### config.mk
export PLATFORM = sky130hd
export DESIGN_NAME = cdos_top
export DESIGN_NICKNAME = d
export VERILOG_FILES = /design/src/cdos_pkg.sv /design/src/cdos_top.sv
export SDC_FILE = /design/constraint.sdc
export NUM_CORES = 1
export LEC_CHECK = 0
export BUFFER_PORTS_ARGS = -buffer_cell sky130_fd_sc_hd__buf_4
export CAP_MARGIN = 0
export CELL_PAD_IN_SITES_DETAIL_PLACEMENT = 1
export CELL_PAD_IN_SITES_GLOBAL_PLACEMENT = 1
export CORE_MARGIN = 8
export CORE_UTILIZATION = 30
export CTS_BUF_LIST = sky130_fd_sc_hd__clkbuf_2 sky130_fd_sc_hd__clkbuf_4 sky130_fd_sc_hd__clkbuf_8
export DETAILED_ROUTE_END_ITERATION = 6
export MAX_ROUTING_LAYER = met4
export PLACE_DENSITY_LB_ADDON = 0.2
export SLEW_MARGIN = 30
export SYNTH_ARGS = -nofsm -noshare
export SYNTH_HDL_FRONTEND = slang
export SYNTH_SLANG_ARGS = --single-unit
### constraint.sdc
create_clock -name clk -period 9.5 [get_ports clk]
set_input_delay 0.95 -clock clk [delete_from_list [all_inputs] [get_ports clk]]
set_output_delay 0.95 -clock clk [all_outputs]
set_load 0.01 [all_outputs]
### src/cdos_pkg.sv
// shared constants and types for the clock divider and output select block
package cdos_pkg;

  // register offsets (byte addresses, one aligned word each)
  localparam logic [7:0] CTRL_OFF = 8'h00;
  localparam logic [7:0] DIV_OFF = 8'h04;
  localparam logic [7:0] DEEP_OFF = 8'h08;
  localparam logic [7:0] JUMP_OFF = 8'h0C;
  localparam logic [7:0] STAT_OFF = 8'h10;

  // field positions
  localparam int CTRL_SEL_LSB = 0;
  localparam int CTRL_HOLD_BIT = 2;
  localparam int CTRL_LVL_BIT = 3;
  localparam int CTRL_DRVN_BIT = 4;
  localparam int STAT_CHAIN_LSB = 16;

  // reset values
  localparam logic [4:0] CTRL_RST = 5'h10;
  localparam logic [7:0] DIV_RST = 8'h00;
  localparam logic [4:0] DEEP_RST = 5'h05;
  localparam logic [15:0] JUMP_RST = 16'h0000;

  // divider geometry
  localparam int CHAIN_W = 10;
  localparam int PDIV_W = 8;
  localparam logic [7:0] PDIV_TC = 8'hFF;
  localparam logic [5:0] PRE64_LAST = 6'h3F;
  localparam int DEEP_W = 30;
  localparam logic [4:0] DEEP_MIN = 5'h05;
  localparam logic [4:0] DEEP_MAX = 5'h1E;
  localparam int JUMP_W = 16;

  // output source codes, in listed order 0..3
  typedef enum logic [1:0] {
    SRC_TOP,
    SRC_HALF,
    SRC_PROG,
    SRC_DEEP
  } cdos_src_e;

  // phase jump sequencer
  typedef enum logic {
    J_IDLE,
    J_WAIT
  } cdos_jump_e;

  // control word as software writes it
  typedef struct packed {
    logic drive_en_n;
    logic static_output_level;
    logic hold_sel;
    cdos_src_e src;
  } cdos_ctrl_s;

endpackage : cdos_pkg

### src/cdos_top.sv
// clock divider chain, source multiplexer and glitch-free fan-out stage
//
// Summary of operation
// - a binary chain on the top clock gives ratios 2 to 1024
// - one source is the top clock halved by one toggle stage
// - a four-way selector routes exactly one source to the output
// - programmable divider ratio is four times (256 minus load value)
// - counter flags terminal count low at 255, reloads on its next advance, two top clocks later
// - terminal count goes through one inverting register into toggle
// - toggle stage flips when controls high, holds when low
// - programmable output covers ratios 4 to 1024 in steps of four
// - deep source is top clock over 64 then over 2^n, n 5..30
// - slowest rates come from deep divider clocked at top over 64
// - selecting the undivided source stops every divider stage
// - deep divider count can jump forward or back by whole cycles
// - hold select low passes selector output, high passes level bit
// - outputs drive only while the active-low drive enable is low
// - enable changes land on falling edges, so no runt pulses
// - an active-low done flag reports a finished phase jump
//
// Design decisions made here: the APB interface to the registers and the register offsets.
`timescale 1ns/1ns
module cdos_top (
  // clock (the top-octave clock) and async active-low reset
  input wire logic clk,
  input wire logic nrst,
  // apb slave
  input wire logic [7:0] paddr,
  input wire logic psel,
  input wire logic penable,
  input wire logic pwrite,
  input wire logic [31:0] pwdata,
  output logic pready,
  output logic [31:0] prdata,
  output logic pslverr,
  // fan-out stage and jump status
  output logic clk_out,
  output logic out_active,
  output logic jump_done_n
);

  logic rst_meta_q;
  logic rst_n;
  cdos_pkg::cdos_ctrl_s ctrl_q;
  logic [7:0] divider_load_value;
  logic [4:0] deep_n_q;
  logic [cdos_pkg::JUMP_W-1:0] jump_q;
  cdos_pkg::cdos_jump_e jstate_q;
  logic jump_done_n_q;
  logic pready_q;
  logic pslverr_q;
  logic [31:0] prdata_q;
  logic setup;
  logic wr;
  logic stop;
  logic div2_q;
  logic [cdos_pkg::CHAIN_W-1:0] chain_q;
  logic [cdos_pkg::PDIV_W-1:0] pcnt_q;
  logic terminal_count_n;
  logic pipe_q;
  logic jk_q;
  logic tick64;
  logic [cdos_pkg::DEEP_W-1:0] deep_cnt_q;
  logic [cdos_pkg::DEEP_W-1:0] jump_next;
  logic deep_out;
  logic mux_clock_input;
  logic selected;
  logic sel_q;
  logic en_q;
  logic en_d;
  logic clk_out_q;

  // clamp a written exponent into the supported range
  function automatic logic [4:0] clamp_n(input logic [4:0] n);
    if (n < cdos_pkg::DEEP_MIN) begin
      return cdos_pkg::DEEP_MIN;
    end
    if (n > cdos_pkg::DEEP_MAX) begin
      return cdos_pkg::DEEP_MAX;
    end
    return n;
  endfunction : clamp_n

  // true for any mapped register offset
  function automatic logic addr_ok(input logic [7:0] a);
    return a == cdos_pkg::CTRL_OFF || a == cdos_pkg::DIV_OFF ||
      a == cdos_pkg::DEEP_OFF || a == cdos_pkg::JUMP_OFF ||
      a == cdos_pkg::STAT_OFF;
  endfunction : addr_ok

  // reset release through two flops; assertion stays asynchronous
  always_ff @(posedge clk or negedge nrst) begin
    if (!nrst) begin
      rst_meta_q <= 1'b0;
      rst_n <= 1'b0;
    end else begin
      rst_meta_q <= 1'b1;
      rst_n <= rst_meta_q;
    end
  end

  // apb phases: answer is fixed at one access cycle, never stretched
  assign setup = psel && !penable;
  assign wr = psel && penable && pready_q && pwrite;

  // apb handshake and read data, all loaded in the setup cycle
  always_ff @(posedge clk or negedge rst_n) begin
    if (!rst_n) begin
      pready_q <= 1'b0;
      pslverr_q <= 1'b0;
      prdata_q <= 32'h0000_0000;
    end else begin
      pready_q <= setup;
      pslverr_q <= setup && !addr_ok(paddr);
      if (setup && !pwrite) begin
        prdata_q <= 32'h0000_0000;
        case (paddr)
          cdos_pkg::CTRL_OFF: prdata_q[4:0] <= ctrl_q;
          cdos_pkg::DIV_OFF: prdata_q[7:0] <= divider_load_value;
          cdos_pkg::DEEP_OFF: prdata_q[4:0] <= deep_n_q;
          cdos_pkg::JUMP_OFF: prdata_q[15:0] <= jump_q;
          cdos_pkg::STAT_OFF: begin
            prdata_q[0] <= clk_out_q;
            prdata_q[1] <= en_q;
            prdata_q[2] <= jump_done_n_q;
            prdata_q[3] <= terminal_count_n;
            prdata_q[4] <= jstate_q == cdos_pkg::J_WAIT;
            prdata_q[cdos_pkg::STAT_CHAIN_LSB +: cdos_pkg::CHAIN_W] <=
              chain_q;
          end
          default: prdata_q <= 32'h0000_0000;
        endcase
      end
    end
  end

  // control registers take effect at the completing access edge
  always_ff @(posedge clk or negedge rst_n) begin
    if (!rst_n) begin
      ctrl_q <= cdos_pkg::CTRL_RST;
      divider_load_value <= cdos_pkg::DIV_RST;
      deep_n_q <= cdos_pkg::DEEP_RST;
    end else if (wr) begin
      case (paddr)
        cdos_pkg::CTRL_OFF: ctrl_q <= pwdata[4:0];
        cdos_pkg::DIV_OFF: divider_load_value <= pwdata[7:0];
        cdos_pkg::DEEP_OFF: deep_n_q <= clamp_n(pwdata[4:0]);
        default: ctrl_q <= ctrl_q;
      endcase
    end
  end

  assign stop = ctrl_q.src == cdos_pkg::SRC_TOP;

  always_ff @(posedge clk or negedge rst_n) begin
    if (!rst_n) begin
      div2_q <= 1'b0;
    end else begin
      div2_q <= stop ? 1'b0 : !div2_q;
    end
  end

  // binary counter chain, every bit on the top clock
  // bit k runs at the top rate over 2^(k+1); held at zero when stopped
  always_ff @(posedge clk or negedge rst_n) begin
    if (!rst_n) begin
      chain_q <= '0;
    end else begin
      chain_q <= stop ? '0 : chain_q + 1'b1;
    end
  end

  assign terminal_count_n = pcnt_q != cdos_pkg::PDIV_TC;

  // loadable counter, advanced every second top clock
  // the halving prescale and the toggle stage each give a factor two, hence four
  always_ff @(posedge clk or negedge rst_n) begin
    if (!rst_n) begin
      pcnt_q <= '0;
    end else if (stop) begin
      pcnt_q <= divider_load_value;
    end else if (div2_q) begin
      // reload on the next advance after terminal count, two top clocks later
      pcnt_q <= terminal_count_n ? pcnt_q + 1'b1 : divider_load_value;
    end
  end

  always_ff @(posedge clk or negedge rst_n) begin
    if (!rst_n) begin
      pipe_q <= 1'b0;
    end else if (stop) begin
      pipe_q <= 1'b0;
    end else if (div2_q) begin
      pipe_q <= !terminal_count_n;
    end
  end

  // jk toggle with j and k tied to the pipeline stage
  // output period is 4 x (256 - load), 4 up to 1024
  always_ff @(posedge clk or negedge rst_n) begin
    if (!rst_n) begin
      jk_q <= 1'b0;
    end else if (stop) begin
      jk_q <= 1'b0;
    end else if (div2_q && pipe_q) begin
      jk_q <= !jk_q;
    end
  end

  // deep divider clocked once per 64 top clocks
  assign tick64 = !stop && chain_q[5:0] == cdos_pkg::PRE64_LAST;
  // jump adds a signed cycle count to the next step
  assign jump_next = deep_cnt_q + 30'h0000_0001 +
    {{(cdos_pkg::DEEP_W - cdos_pkg::JUMP_W){jump_q[cdos_pkg::JUMP_W-1]}},
     jump_q};
  // tap 2^n of the divide-by-64 rate
  assign deep_out = deep_cnt_q[deep_n_q - 5'h01];

  // deep counter; a jump is applied on the next divided tick
  always_ff @(posedge clk or negedge rst_n) begin
    if (!rst_n) begin
      deep_cnt_q <= '0;
    end else if (stop) begin
      deep_cnt_q <= '0;
    end else if (tick64) begin
      deep_cnt_q <= jstate_q == cdos_pkg::J_WAIT ? jump_next
        : deep_cnt_q + 1'b1;
    end
  end

  // jump request sequencer; a pending jump waits while stopped
  always_ff @(posedge clk or negedge rst_n) begin
    if (!rst_n) begin
      jstate_q <= cdos_pkg::J_IDLE;
      jump_q <= cdos_pkg::JUMP_RST;
    end else begin
      if (wr && paddr == cdos_pkg::JUMP_OFF) begin
        jump_q <= pwdata[cdos_pkg::JUMP_W-1:0];
      end
      case (jstate_q)
        cdos_pkg::J_IDLE: begin
          if (wr && paddr == cdos_pkg::JUMP_OFF) begin
            jstate_q <= cdos_pkg::J_WAIT;
          end
        end
        cdos_pkg::J_WAIT: begin
          // a write landing on the apply tick starts a fresh jump
          if (tick64 && !(wr && paddr == cdos_pkg::JUMP_OFF)) begin
            jstate_q <= cdos_pkg::J_IDLE;
          end
        end
        default: jstate_q <= cdos_pkg::J_IDLE;
      endcase
    end
  end

  // done flag; completion wins over a same-cycle new request
  always_ff @(posedge clk or negedge rst_n) begin
    if (!rst_n) begin
      jump_done_n_q <= 1'b1;
    end else if (tick64 && jstate_q == cdos_pkg::J_WAIT) begin
      jump_done_n_q <= 1'b0;
    end else if (wr && paddr == cdos_pkg::JUMP_OFF) begin
      jump_done_n_q <= 1'b1;
    end
  end

  // code order top, half, programmable, deep
  // the undivided clock cannot pass a flop; its code routes div2, which stop holds low
  always_comb begin
    case (ctrl_q.src)
      cdos_pkg::SRC_TOP: mux_clock_input = div2_q;
      cdos_pkg::SRC_HALF: mux_clock_input = div2_q;
      cdos_pkg::SRC_PROG: mux_clock_input = jk_q;
      cdos_pkg::SRC_DEEP: mux_clock_input = deep_out;
      default: mux_clock_input = 1'b0;
    endcase
  end

  // hold select picks the static level bit
  assign selected = ctrl_q.hold_sel ? ctrl_q.static_output_level
    : mux_clock_input;

  // enable follows request only on a falling edge
  // a parked level must therefore fall once before it shows
  assign en_d = (sel_q && !selected) ? !ctrl_q.drive_en_n : en_q;

  // fan-out output stage
  always_ff @(posedge clk or negedge rst_n) begin
    if (!rst_n) begin
      sel_q <= 1'b0;
      en_q <= 1'b0;
      clk_out_q <= 1'b0;
    end else begin
      sel_q <= selected;
      en_q <= en_d;
      clk_out_q <= en_d && selected;
    end
  end

  assign pready = pready_q;
  assign pslverr = pslverr_q;
  assign prdata = prdata_q;
  assign clk_out = clk_out_q;
  assign out_active = en_q;
  assign jump_done_n = jump_done_n_q;
endmodule : cdos_top

==> results.md, run 1 <==
- Clock-pin slew on the worst setup and hold paths: 0.07 ns
- Clock net sink count: 120
- TritonCTS clock tree: done
- Clk pwr share: 0.452
- CORE AREA: between 20000 and 30000 sq um
- F_max: about 220 MHz
- Post-synth EDFFs: 0
- Core Rows: 59
- Post-synthesis mux area share: 0.0927
- Die height: about 180 um
- First-pass GRT wire length: between 30 and 40 mm
- PD cells: around 110 nW/um^2
- Cells after Synth: 861
- Setup Skew: roughly 0.021 ns
- CP Max Fanout: 9
- Slowest stage delay, CP: ~0.44 ns
- Post-route setup slack: between 4 and 5 ns
- Comb power frac: 0.044
- Vias: around 6.5k
- Most common cell after layout, fill and taps aside: dfrtp_1
- Pint: roughly 0.77 mW
- Total global routing overflow: 0
- CTS resizes: 0
- Pre-CTS WS: around 4.9 ns
- RePlAce Congestion: 0.782
- Setup TNS: 0 ns
- Vias in the first global route: 6781
- Clk_lat worst skew: ~0.45 ns
- Flop pwr share: 0.504
- Switching part of the total power: 0.252
- Nets: roughly 990
- Req. time, crit path: just under 10 ns
- Slowest cell on crit path: dfrtp_1
- Peak VDD IR: roughly 80 uV
- Final Critical Period: roughly 4.6 ns
- I/O pins: 82
- Reg2reg start: deep_cnt_q[0]
- Synth Area in XOR/XNOR: 0.0684
- Worst Setup Start Kind: register
- Flops & latches, synth: between 100 and 150
- Worst slew pin tran: 0.710 ns
- Worst r2r dst: deep_cnt_q[29]
- Synthesized area per cell: between 9 and 10 sq um
- HP Class: input pin to async pin
- Total wire length: between 20 and 25 mm
- Crit path buf inv count: 0
- Synth Area in Adders: 0.0609
- Die X: 179 um
- # DRC: 0
- Reg2Reg Depth: 17
- Layout cells sized above 1: 0.166
- WP data arrival: around 5.0 ns
- Syn. warnings: 0
- Initial antenna violation count: 1
- Fin. max-slew vios: 0
- Pre-antenna DRT Iters: 4
- CTS buffer count: 17
- RSZ-0062 raised after global routing: false
- Max-cap violations: 0
- Final-report setup violation count: 0
- CTS max path bufs: 2
- Port bufs: 59
- Relative slew slack: 0.526
- Final hold vios: 0
- Status: finished clean
- Compound-Gate Fraction of Synth Area: 0.170
- Synth cell types: 80
- Critical path class: register to register
- Crit end category: register
- DRT antenna net count: 0
- Die area: 31900 sq um
- Detailed placer's ending HPWL: 17.3 mm
- Crit-path leading delay family: simple AND/OR/NAND/NOR gates
- Most frequent cells in the layout: dfrtp_1, nand2_1, nor2_1, buf_4, a21oi_1
- CTS root buffer: clkbuf_8
- CP cell instances: ha_1, nand4_1, nor3_2, and2_1, nor2b_1, nand2_1, xnor2_1, ha_1, nand4_1, nor2_1, a21boi_1, a2111oi_4, nor3_2, nor3_1, nor3_2, mux2i_1, mux2i_1
- Asr flop ratio synth: 1.00
- R2R setup slack: between 4 and 5 ns
- Post-synthesis sequential area ratio: 0.379
- Effective utilization at floorplan: 0.305
- Hold-fix buffers at CTS: 0
- Vias/cell: slightly above 5
- Routed WL per cell: 19.1 um
- CP most frequent cell: nor3_2
- Setup Fix Bufs, Post-CTS: 0
- Area growth from synthesis to layout: 14.0%
- Synthesized cell area: about 8000 sq um
- Largest net degree at the start of global routing: 66
- Leak: just over 4 nW
- Simple-gate share of the synthesized area: 0.187
- Largest family of logic cells by synthesized area: simple AND/OR/NAND/NOR gates
- Final Cycle Share: 0.488
- Total track usage: 0.160
- Synth Flop Type: dfrtp_1
- H-tree lvl count: 4
- Switching pwr: approximately 0.26 mW
- Starting DRT DRC Count: 470
[Yosys cell counts, types with 8 or more instances]
library cell,number,area [sq um]
o21ai_1,8,40.0
o211ai_1,8,60.1
mux2_1,24,270
clkbuf_1,33,124
mux2_2,10,113
inv_1,23,86.3
a21oi_1,63,315
dfrtp_1,116,2900
ha_1,37,463
nand2_1,104,390
xnor2_1,34,298
nand4_1,10,62.6
mux2i_1,15,150
and3_1,18,113
nand2b_1,9,56.3
nand3_1,40,200
mux4_2,9,203
xor2_1,28,245
nor2_1,75,282
o21ai_0,38,190
a221oi_1,8,70.1
a211oi_1,10,75.1
[cell type report]
class                   instances  area [sq um]
diodes                          1          2.50
clock buffers                  19           255
clock inverters                12           126
fillers                      3027         16900
inverters                      24          90.1
multi-input cells             674          4630
flip-flops and latches        120          3010
well taps                     335           419
repair buffers                 67           515
[routing by layer]
layer / vias to the layer above / global-route usage / part of all wire
li1: 3162 / - / -
met1: 3219 / 0.218 / 0.50
met2: 99 / 0.244 / 0.46
met3: 7 / 0.0269 / 0.036
met4: 0 / 0.0351 / 0.0051
met5: - / - / 0
[power groups by stage]
| stage | combinational [mW] | sequential [mW] | clock (mW) |
|---|---|---|---|
| after CTS | 0.0434 | 0.526 | 0.483 |
| final | 0.0461 | 0.522 | 0.468 |
| after global routing | 0.0521 | 0.524 | 0.503 |
| after global placement | 0.0428 | 0.535 | 0 |
| after floorplan | 0.0166 | 0.537 | 0 |
| after detailed placement | 0.0433 | 0.536 | 0 |
[worst reg2reg max path: stages, from the launching register on]
cell,delay (ns)
dfrtp_1,0.44
ha_1,0.28
nand4_1,0.20
nor3_2,0.28
and2_1,0.35
nor2b_1,0.37
nand2_1,0.12
xnor2_1,0.16
ha_1,0.43
nand4_1,0.15
nor2_1,0.33
a21boi_1,0.32
a2111oi_4,0.09
nor3_2,0.24
nor3_1,0.08
nor3_2,0.27
mux2i_1,0.25
mux2i_1,0.20
[cell families after synthesis]
group,Yosys count
AO/OA/AOI/OAI,199
XOR/XNOR,62
adder cells (fa/ha/maj),38
buffers and inverters,72
flip-flops,120
multiplexers,58
other,2
AND/OR/NAND/NOR,310
[state kept, by name (all words and copies together) (netlist names), 5 cells and up]
signal              count
divider_load_value      8
deep_cnt_q             30
ctrl_q                  5
pcnt_q                  8
deep_n_q                5
chain_q                10
jump_q                 16
prdata                 26
[through the flow]
stage	cell area (sq um)	hold WS (ns)	std cells	power, mW	utilization
after floorplan	7950	0.331	866	0.553	-
after global placement	8640	0.336	1219	0.578	0.332
after detailed placement	8640	0.340	1219	0.579	0.333
after CTS	9020	0.239	1250	1.05	0.347
after global routing	9040	0.237	1251	1.08	0.348
final	9050	0.278	1252	1.04	0.348
[how the worst max path moves through the flow]
stage | endpoint | depth (start not counted) | startpoint
after global placement | deep_cnt_q[29] | 16 | deep_cnt_q[0]
after floorplan | deep_cnt_q[29] | 18 | deep_cnt_q[0]
after CTS | deep_cnt_q[29] | 17 | deep_cnt_q[0]
after detailed placement | deep_cnt_q[29] | 17 | deep_cnt_q[0]
final | deep_cnt_q[29] | 17 | deep_cnt_q[0]
after global routing | deep_cnt_q[29] | 17 | deep_cnt_q[0]
(Power assumes the default switching activity.)
==> inputs of run 2 (changes only) <==
==> constraint.sdc (replaced) <==
create_clock -name clk -period 3.82 [get_ports clk]
set_input_delay 0.382 -clock clk [delete_from_list [all_inputs] [get_ports clk]]
set_output_delay 0.382 -clock clk [all_outputs]
set_load 0.01 [all_outputs]
==> run 2 against run 1 <==
Sequential cell count unchanged. Largest cell class unchanged. Fmax rose by 23%. Worst setup slack worse by 4.8 ns. Sequential power up 150%. Register-to-register slack worse by 4.8 ns. Clock skew is 0.0060 ns lower. Critical endpoint unchanged. Routed wire length rose by 4.4%.
==> results.md, run 2 (synthesis gave the netlist of run 1 again) <==
- Antenna diodes: 0 (was 1)
- CTS root buffer: clkbuf_8 (unchanged)
- Total track usage: 0.165 (was 0.160)
- Setup Skew: 0.0152 ns (was 0.0212 ns)
- Setup TNS: 0 ns (unchanged)
- Slowest stage delay, CP: 0.43 ns (was 0.44 ns)
- RePlAce Congestion: 0.786 (was 0.782)
- Routed WL per cell: 18.6 um (was 19.1 um)
- FILL cells: 3006 (was 3027)
- CORE AREA: 26000 sq um (unchanged)
- Final-report setup violation count: 0 (unchanged)
- Layout cells sized above 1: 0.269 (was 0.166)
- Die area: 31900 sq um (unchanged)
- Die X: 179 um (unchanged)
- Reg2reg start: deep_cnt_q[0] (unchanged)
- Most frequent cells in the layout: buf_4, dfrtp_1, nand2_1, nor2_1, a21oi_1 (was dfrtp_1, nand2_1, nor2_1, buf_4, a21oi_1)
- Leak: 4.63 nW (was 4.10 nW)
- Vias in the first global route: 7145 (was 6781)
- Origin of the worst min-delay path: pwdata[13]
- Final hold vios: 0 (unchanged)
- Clock-pin slew on the worst setup and hold paths: 0.08 ns (was 0.07 ns)
- Crit path buf inv count: 0 (unchanged)
- CP Max Fanout: 6 (was 9)
- I/O pins: 82 (unchanged)
- # DRC: 0 (unchanged)
- CP most frequent cell: nor3_2 (unchanged)
- Finished Cell Area: 9960 sq um (was 9050 sq um)
- Most common cell after layout, fill and taps aside: buf_4 (was dfrtp_1)
- Clk_lat worst skew: 0.46 ns (was 0.45 ns)
- Post-placement cell area: 9260 sq um (was 8640 sq um)
- CP cell instances: ha_2, nand4_1, nor3_2, and2_4, nand3_4, xnor2_2, ha_1, a21o_1, a21oi_2, nor2b_1, or4_4, a2111oi_4, nor3_2, o21a_1, nor3_2, mux2i_1, mux2i_1 (was ha_1, nand4_1, nor3_2, and2_1, nor2b_1, nand2_1, xnor2_1, ha_1, nand4_1, nor2_1, a21boi_1, a2111oi_4, nor3_2, nor3_1, nor3_2, mux2i_1, mux2i_1)
- Port bufs: 59 (unchanged)
- F_max: 266 MHz (was 216 MHz)
- CTS buffer count: 17 (unchanged)
- Total wire length: 25.0 mm (was 23.9 mm)
- Slowest cell on crit path: or4_4 (was dfrtp_1)
- Post-route setup slack: 0.0632 ns (was 4.87 ns)
- Relative slew slack: 0.416 (was 0.526)
- Critical path class: register to register (unchanged)
- H-tree lvl count: 4 (unchanged)
- Largest net degree at the start of global routing: 51 (was 66)
- CTS max path bufs: 2 (unchanged)
- DRT antenna net count: 0 (unchanged)
- Initial antenna violation count: 0 (was 1)
- Crit end category: register (unchanged)
- Crit-path leading delay family: simple AND/OR/NAND/NOR gates (unchanged)
- Die height: 179 um (unchanged)
- Effective utilization at floorplan: 0.305 (unchanged)
- Worst hold slack: 0.151 ns (was 0.278 ns)
- RSZ-0062 raised after global routing: true (was false)
- Total global routing overflow: 0 (unchanged)
- Final Cycle Share: 0.983 (was 0.488)
- Starting DRT DRC Count: 478 (was 470)
- Status: finished clean (unchanged)
- Max reg flops: 30 (unchanged)
- Req. time, crit path: 4.20 ns (was 9.86 ns)
- Final Critical Period: 3.76 ns (was 4.63 ns)
- Area growth from synthesis to layout: 25.5% (was 14.0%)
- First-pass GRT wire length: 40.4 mm (was 39.0 mm)
- Vias: 6857 (was 6487)
- Worst r2r dst: deep_cnt_q[29] (unchanged)
- Nets: 1075 (was 987)
- Pre-CTS WS: -0.0965 ns (was 4.85 ns)
- Pre-antenna DRT Iters: 6 (was 4)
- WP data arrival: 4.13 ns (was 5.00 ns)
- TritonCTS clock tree: done (unchanged)
- Hold Path End: jump_q[13]
- Fin. max-slew vios: 0 (unchanged)
- R2R setup slack: 0.06 ns (was 4.87 ns)
- Detailed placer's ending HPWL: 18.7 mm (was 17.3 mm)
- Largest Register: deep_cnt_q (unchanged)
- HP Class: input pin to register (was input pin to async pin)
- Core Rows: 59 (unchanged)
- Vias/cell: 5.12 (was 5.18)
- Worst slew pin tran: 0.874 ns (was 0.710 ns)
- Hold depth: 2
- Max-cap violations: 0 (unchanged)
- Peak VDD IR: 170 uV (was 79.7 uV)
- PD cells: 273 nW/um^2 (was 115 nW/um^2)
- Reg2Reg Depth: 17 (unchanged)
- Worst Setup Start Kind: register (unchanged)
- Clock net sink count: 120 (unchanged)
==> run 2: final cells by class <==
class,instances,area [sq um],share of cell area
timing repair buffer,155,1170,0.117
clock inverter,12,163,0.0163
inverter,24,90.1,0.00905
tap,335,419,0.0421
clock buffer,20,275,0.0276
sequential,120,3010,0.302
multi-input combinational,674,4830,0.485
==> run 2: how the worst max path moves through the flow <==
| stage | start | to | slack [ns] | cells past startpoint |
|---|---|---|---|---|
| final | deep_cnt_q[0] | deep_cnt_q[29] | 0.06 | 17 |
| after global routing | deep_cnt_q[1] | deep_cnt_q[29] | -0.15 | 17 |
| after CTS | deep_cnt_q[0] | deep_cnt_q[26] | 0.006 | 16 |
| after global placement | deep_cnt_q[0] | deep_cnt_q[29] | -0.05 | 16 |
| after detailed placement | deep_cnt_q[0] | deep_cnt_q[29] | -0.1 | 16 |
| after floorplan | deep_cnt_q[0] | deep_cnt_q[29] | 0.01 | 17 |
==> run 2: metrics by stage <==
| stage | util | power (mW) | cells |
|---|---|---|---|
| 5_1_grt | 0.383 | 2.83 | 1340 |
| 3_3_place_gp | 0.356 | 1.44 | 1300 |
| 6_report | 0.383 | 2.71 | 1340 |
| 2_1_floorplan | - | 1.38 | 866 |
| 4_1_cts | 0.375 | 2.75 | 1334 |
| 3_5_place_dp | 0.356 | 1.44 | 1300 |
==> run 2: timing repair <==
item                       CTS  global route
setup buffers                1             6
hold buffers                 1             0
gates resized for setup      4            29
hold endpoints to repair     2             0
pin swaps                    3             5
setup endpoints to repair    2            11
==> run 2: power breakdown <==
part	switching, mW	total, mW	leakage (nW)	internal, mW
logic	0.0650	0.111	2.77	0.0463
registers	0.0188	1.30	1.64	1.28
clock network	0.594	1.30	0.217	0.708
total	0.678	2.71	4.63	2.04
==> run 2: per-layer routing <==
| layer | wire length (um) | vias to the layer above | GRT usage |
|---|---|---|---|
| met3 | 904 | 14 | 0.0260 |
| met2 | 11300 | 107 | 0.255 |
| met5 | 0 | - | - |
| met4 | 208 | 0 | 0.0369 |
| met1 | 12500 | 3416 | 0.225 |
| li1 | - | 3320 | - |
==> inputs of run 3 (changes only) <==
--- a/config.mk
+++ b/config.mk
@@ -9,13 +9,13 @@
 export CAP_MARGIN = 0
 export CELL_PAD_IN_SITES_DETAIL_PLACEMENT = 1
 export CELL_PAD_IN_SITES_GLOBAL_PLACEMENT = 1
-export CORE_MARGIN = 8
+export CORE_MARGIN = 1
 export CORE_UTILIZATION = 30
 export CTS_BUF_LIST = sky130_fd_sc_hd__clkbuf_2 sky130_fd_sc_hd__clkbuf_4 sky130_fd_sc_hd__clkbuf_8
 export DETAILED_ROUTE_END_ITERATION = 6
 export MAX_ROUTING_LAYER = met4
 export PLACE_DENSITY_LB_ADDON = 0.2
-export SLEW_MARGIN = 30
+export REMOVE_ABC_BUFFERS = 1
 export SYNTH_ARGS = -nofsm -noshare
 export SYNTH_HDL_FRONTEND = slang
 export SYNTH_SLANG_ARGS = --single-unit
==> run 3 against run 2 <==
Clock power barely moved. Via count rose by 1.1%. The run now ends with negative setup slack left. Worst setup slack got worse by 0.13 ns.
==> results.md, run 3 (synthesis gave the netlist of run 1 again) <==
- Status: finished with violations (was finished clean)
- Failing checks: negative setup slack
- Origin of the worst min-delay path: pwdata[13] (unchanged)
- Post-route setup slack: -0.0669 ns (was 0.0632 ns)
- Vias/cell: 5.14 (was 5.12)
- Largest Register: deep_cnt_q (unchanged)
- Post-placement cell area: 9250 sq um (was 9260 sq um)
- HP Class: input pin to register (unchanged)
- Hold Path End: jump_q[13] (unchanged)
- Leak: 4.69 nW (was 4.63 nW)
- H-tree lvl count: 4 (unchanged)
- Worst Setup Start Kind: register (unchanged)
- DRT antenna net count: 0 (unchanged)
- Crit end category: register (unchanged)
- TritonCTS clock tree: done (unchanged)
- WP data arrival: 4.27 ns (was 4.13 ns)
- Max reg flops: 30 (unchanged)
- Nets: 1083 (was 1075)
- Final Critical Period: 3.89 ns (was 3.76 ns)
- Detailed placer's ending HPWL: 17.6 mm (was 18.7 mm)
- Vias in the first global route: 7211 (was 7145)
- Most common cell after layout, fill and taps aside: buf_4 (unchanged)
- Relative slew slack: 0.408 (was 0.416)
- Max-cap violations: 0 (unchanged)
- Worst slew pin tran: 0.888 ns (was 0.874 ns)
- Routed WL per cell: 17.9 um (was 18.6 um)
- Antenna diodes: 0 (unchanged)
- Largest net degree at the start of global routing: 61 (was 51)
- Slowest cell on crit path: a2111oi_4 (was or4_4)
- PD cells: 265 nW/um^2 (was 273 nW/um^2)
- Core Rows: 59 (unchanged)
- Vias: 6935 (was 6857)
- Total wire length: 24.2 mm (was 25.0 mm)
- Clock net sink count: 120 (unchanged)
- Finished Cell Area: 10200 sq um (was 9960 sq um)
- Fin. max-slew vios: 0 (unchanged)
- Clk_lat worst skew: 0.45 ns (was 0.46 ns)
- Setup Skew: 0.0142 ns (was 0.0152 ns)
- Pre-antenna DRT Iters: 6 (unchanged)
- Util after Layout: 0.392 (was 0.383)
- CP most frequent cell: nor3_2 (unchanged)
- Die area: 27100 sq um (was 31900 sq um)
- Layout cells sized above 1: 0.291 (was 0.269)
- Req. time, crit path: 4.20 ns (about the same)
- # DRC: 0 (unchanged)
- Hold depth: 2 (unchanged)
- Final hold vios: 0 (unchanged)
- I/O pins: 82 (unchanged)
- Total track usage: 0.193 (was 0.165)
- First-pass GRT wire length: 39.1 mm (was 40.4 mm)
- Worst hold slack: 0.141 ns (was 0.151 ns)
- Port bufs: 59 (unchanged)
- Worst r2r dst: deep_cnt_q[29] (unchanged)
- Final std cells w/o fill: 1348 (was 1340)
- CP cell instances: ha_2, nand4_1, nor3_2, and2_4, buf_4, nand2_2, xnor2_2, ha_4, a21o_1, a21o_1, a211o_1, a2111oi_4, nor3_2, o21a_1, nor3_2, mux2i_1, mux2i_1 (was ha_2, nand4_1, nor3_2, and2_4, nand3_4, xnor2_2, ha_1, a21o_1, a21oi_2, nor2b_1, or4_4, a2111oi_4, nor3_2, o21a_1, nor3_2, mux2i_1, mux2i_1)
- Final-report setup violation count: 1 (was 0)
- CTS max path bufs: 2 (unchanged)
- F_max: 257 MHz (was 266 MHz)
- Total global routing overflow: 0 (unchanged)
- Slowest stage delay, CP: 0.39 ns (was 0.43 ns)
- Initial antenna violation count: 0 (unchanged)
- Die height: 165 um (was 179 um)
- CTS buffer count: 17 (unchanged)
- Peak VDD IR: 220 uV (was 170 uV)
- Inst Count DP: 1299 (was 1300)
- Effective utilization at floorplan: 0.305 (unchanged)
- Area growth from synthesis to layout: 28.2% (was 25.5%)
- Critical path class: register to register (unchanged)
- Pre-CTS WS: -0.149 ns (was -0.0965 ns)
- R2R setup slack: -0.07 ns (was 0.06 ns)
- CP Max Fanout: 6 (unchanged)
- RSZ-0062 raised after global routing: true (unchanged)
- RePlAce Congestion: 0.792 (was 0.786)
- Final Cycle Share: 1.02 (was 0.983)
- Most frequent cells in the layout: buf_4, dfrtp_1, nand2_1, nor2_1, a21oi_1 (unchanged)
- Die X: 165 um (was 179 um)
- Setup TNS: -0.0669 ns (was 0 ns)
- Starting DRT DRC Count: 364 (was 478)
- Reg2Reg Depth: 17 (unchanged)
- Clock-pin slew on the worst setup and hold paths: 0.08 ns (about the same)
- CTS root buffer: clkbuf_8 (unchanged)
- Post-route total power: 2.70 mW (was 2.71 mW)
- CORE AREA: 26000 sq um (unchanged)
- Reg2reg start: deep_cnt_q[1] (was deep_cnt_q[0])
run 3: cell count changes in the layout (fill, tap and decap cells not counted), sizes merged:
cell / before / now
buf: 154 / 162
clkbuf: 20 / 19
clkinv: 3 / 4
clkinvlp: 2 / 4
inv: 28 / 26
run 3: layout make-up:
cell class | count | area [sq um]
Inverter | 24 | 90.1
Tap cell | 335 | 419
Multi-Input combinational cell | 674 | 4970
Sequential cell | 120 | 3010
Fill cell | 3018 | 15800
Timing Repair Buffer | 163 | 1250
Clock inverter | 13 | 169
Clock buffer | 19 | 255
run 3: timing repair:
action / in CTS / in global routing
resized for setup: 5 / 62
endpoints found under the hold margin: 2 / 0
hold buffers: 1 / 0
gates cloned: 0 / 0
buffers inserted: 1 / 15
pin swaps: 4 / 43
endpoints found under the setup margin: 3 / 12
run 3: critical path: cells and delay by family (launching register included):
kind / cells / cell delay (ns)
compound gates: 5 / 1.29
flops: 1 / 0.36
buf+inv: 1 / 0.12
simple gates: 6 / 0.92
fa+ha+maj: 2 / 0.44
xor+xnor: 1 / 0.23
mux: 2 / 0.44
run 3: power breakdown:
part,internal (mW),switching (mW)
Combinational,0.0481,0.0618
Sequential,1.28,0.0223
Clock,0.676,0.606
run 3: worst max-delay path by stage:
stage / from / to / slack, ns / cells after the start
floorplan: deep_cnt_q[0] / deep_cnt_q[29] / 0.02 / 17
global placement: deep_cnt_q[0] / deep_cnt_q[29] / -0.06 / 16
detailed placement: deep_cnt_q[0] / deep_cnt_q[29] / -0.15 / 16
CTS: deep_cnt_q[0] / deep_cnt_q[29] / -0.02 / 18
global route: deep_cnt_q[1] / deep_cnt_q[29] / -0.40 / 17
finish: deep_cnt_q[1] / deep_cnt_q[29] / -0.07 / 17
run 3: per-layer routing:
| metal | track usage | routed length, um | vias to the layer above |
|---|---|---|---|
| met4 | 0.0559 | 381 | 0 |
| met5 | - | 0 | - |
| met1 | 0.260 | 11900 | 3471 |
| li1 | - | - | 3341 |
| met2 | 0.301 | 11300 | 97 |
| met3 | 0.0246 | 590 | 26 |
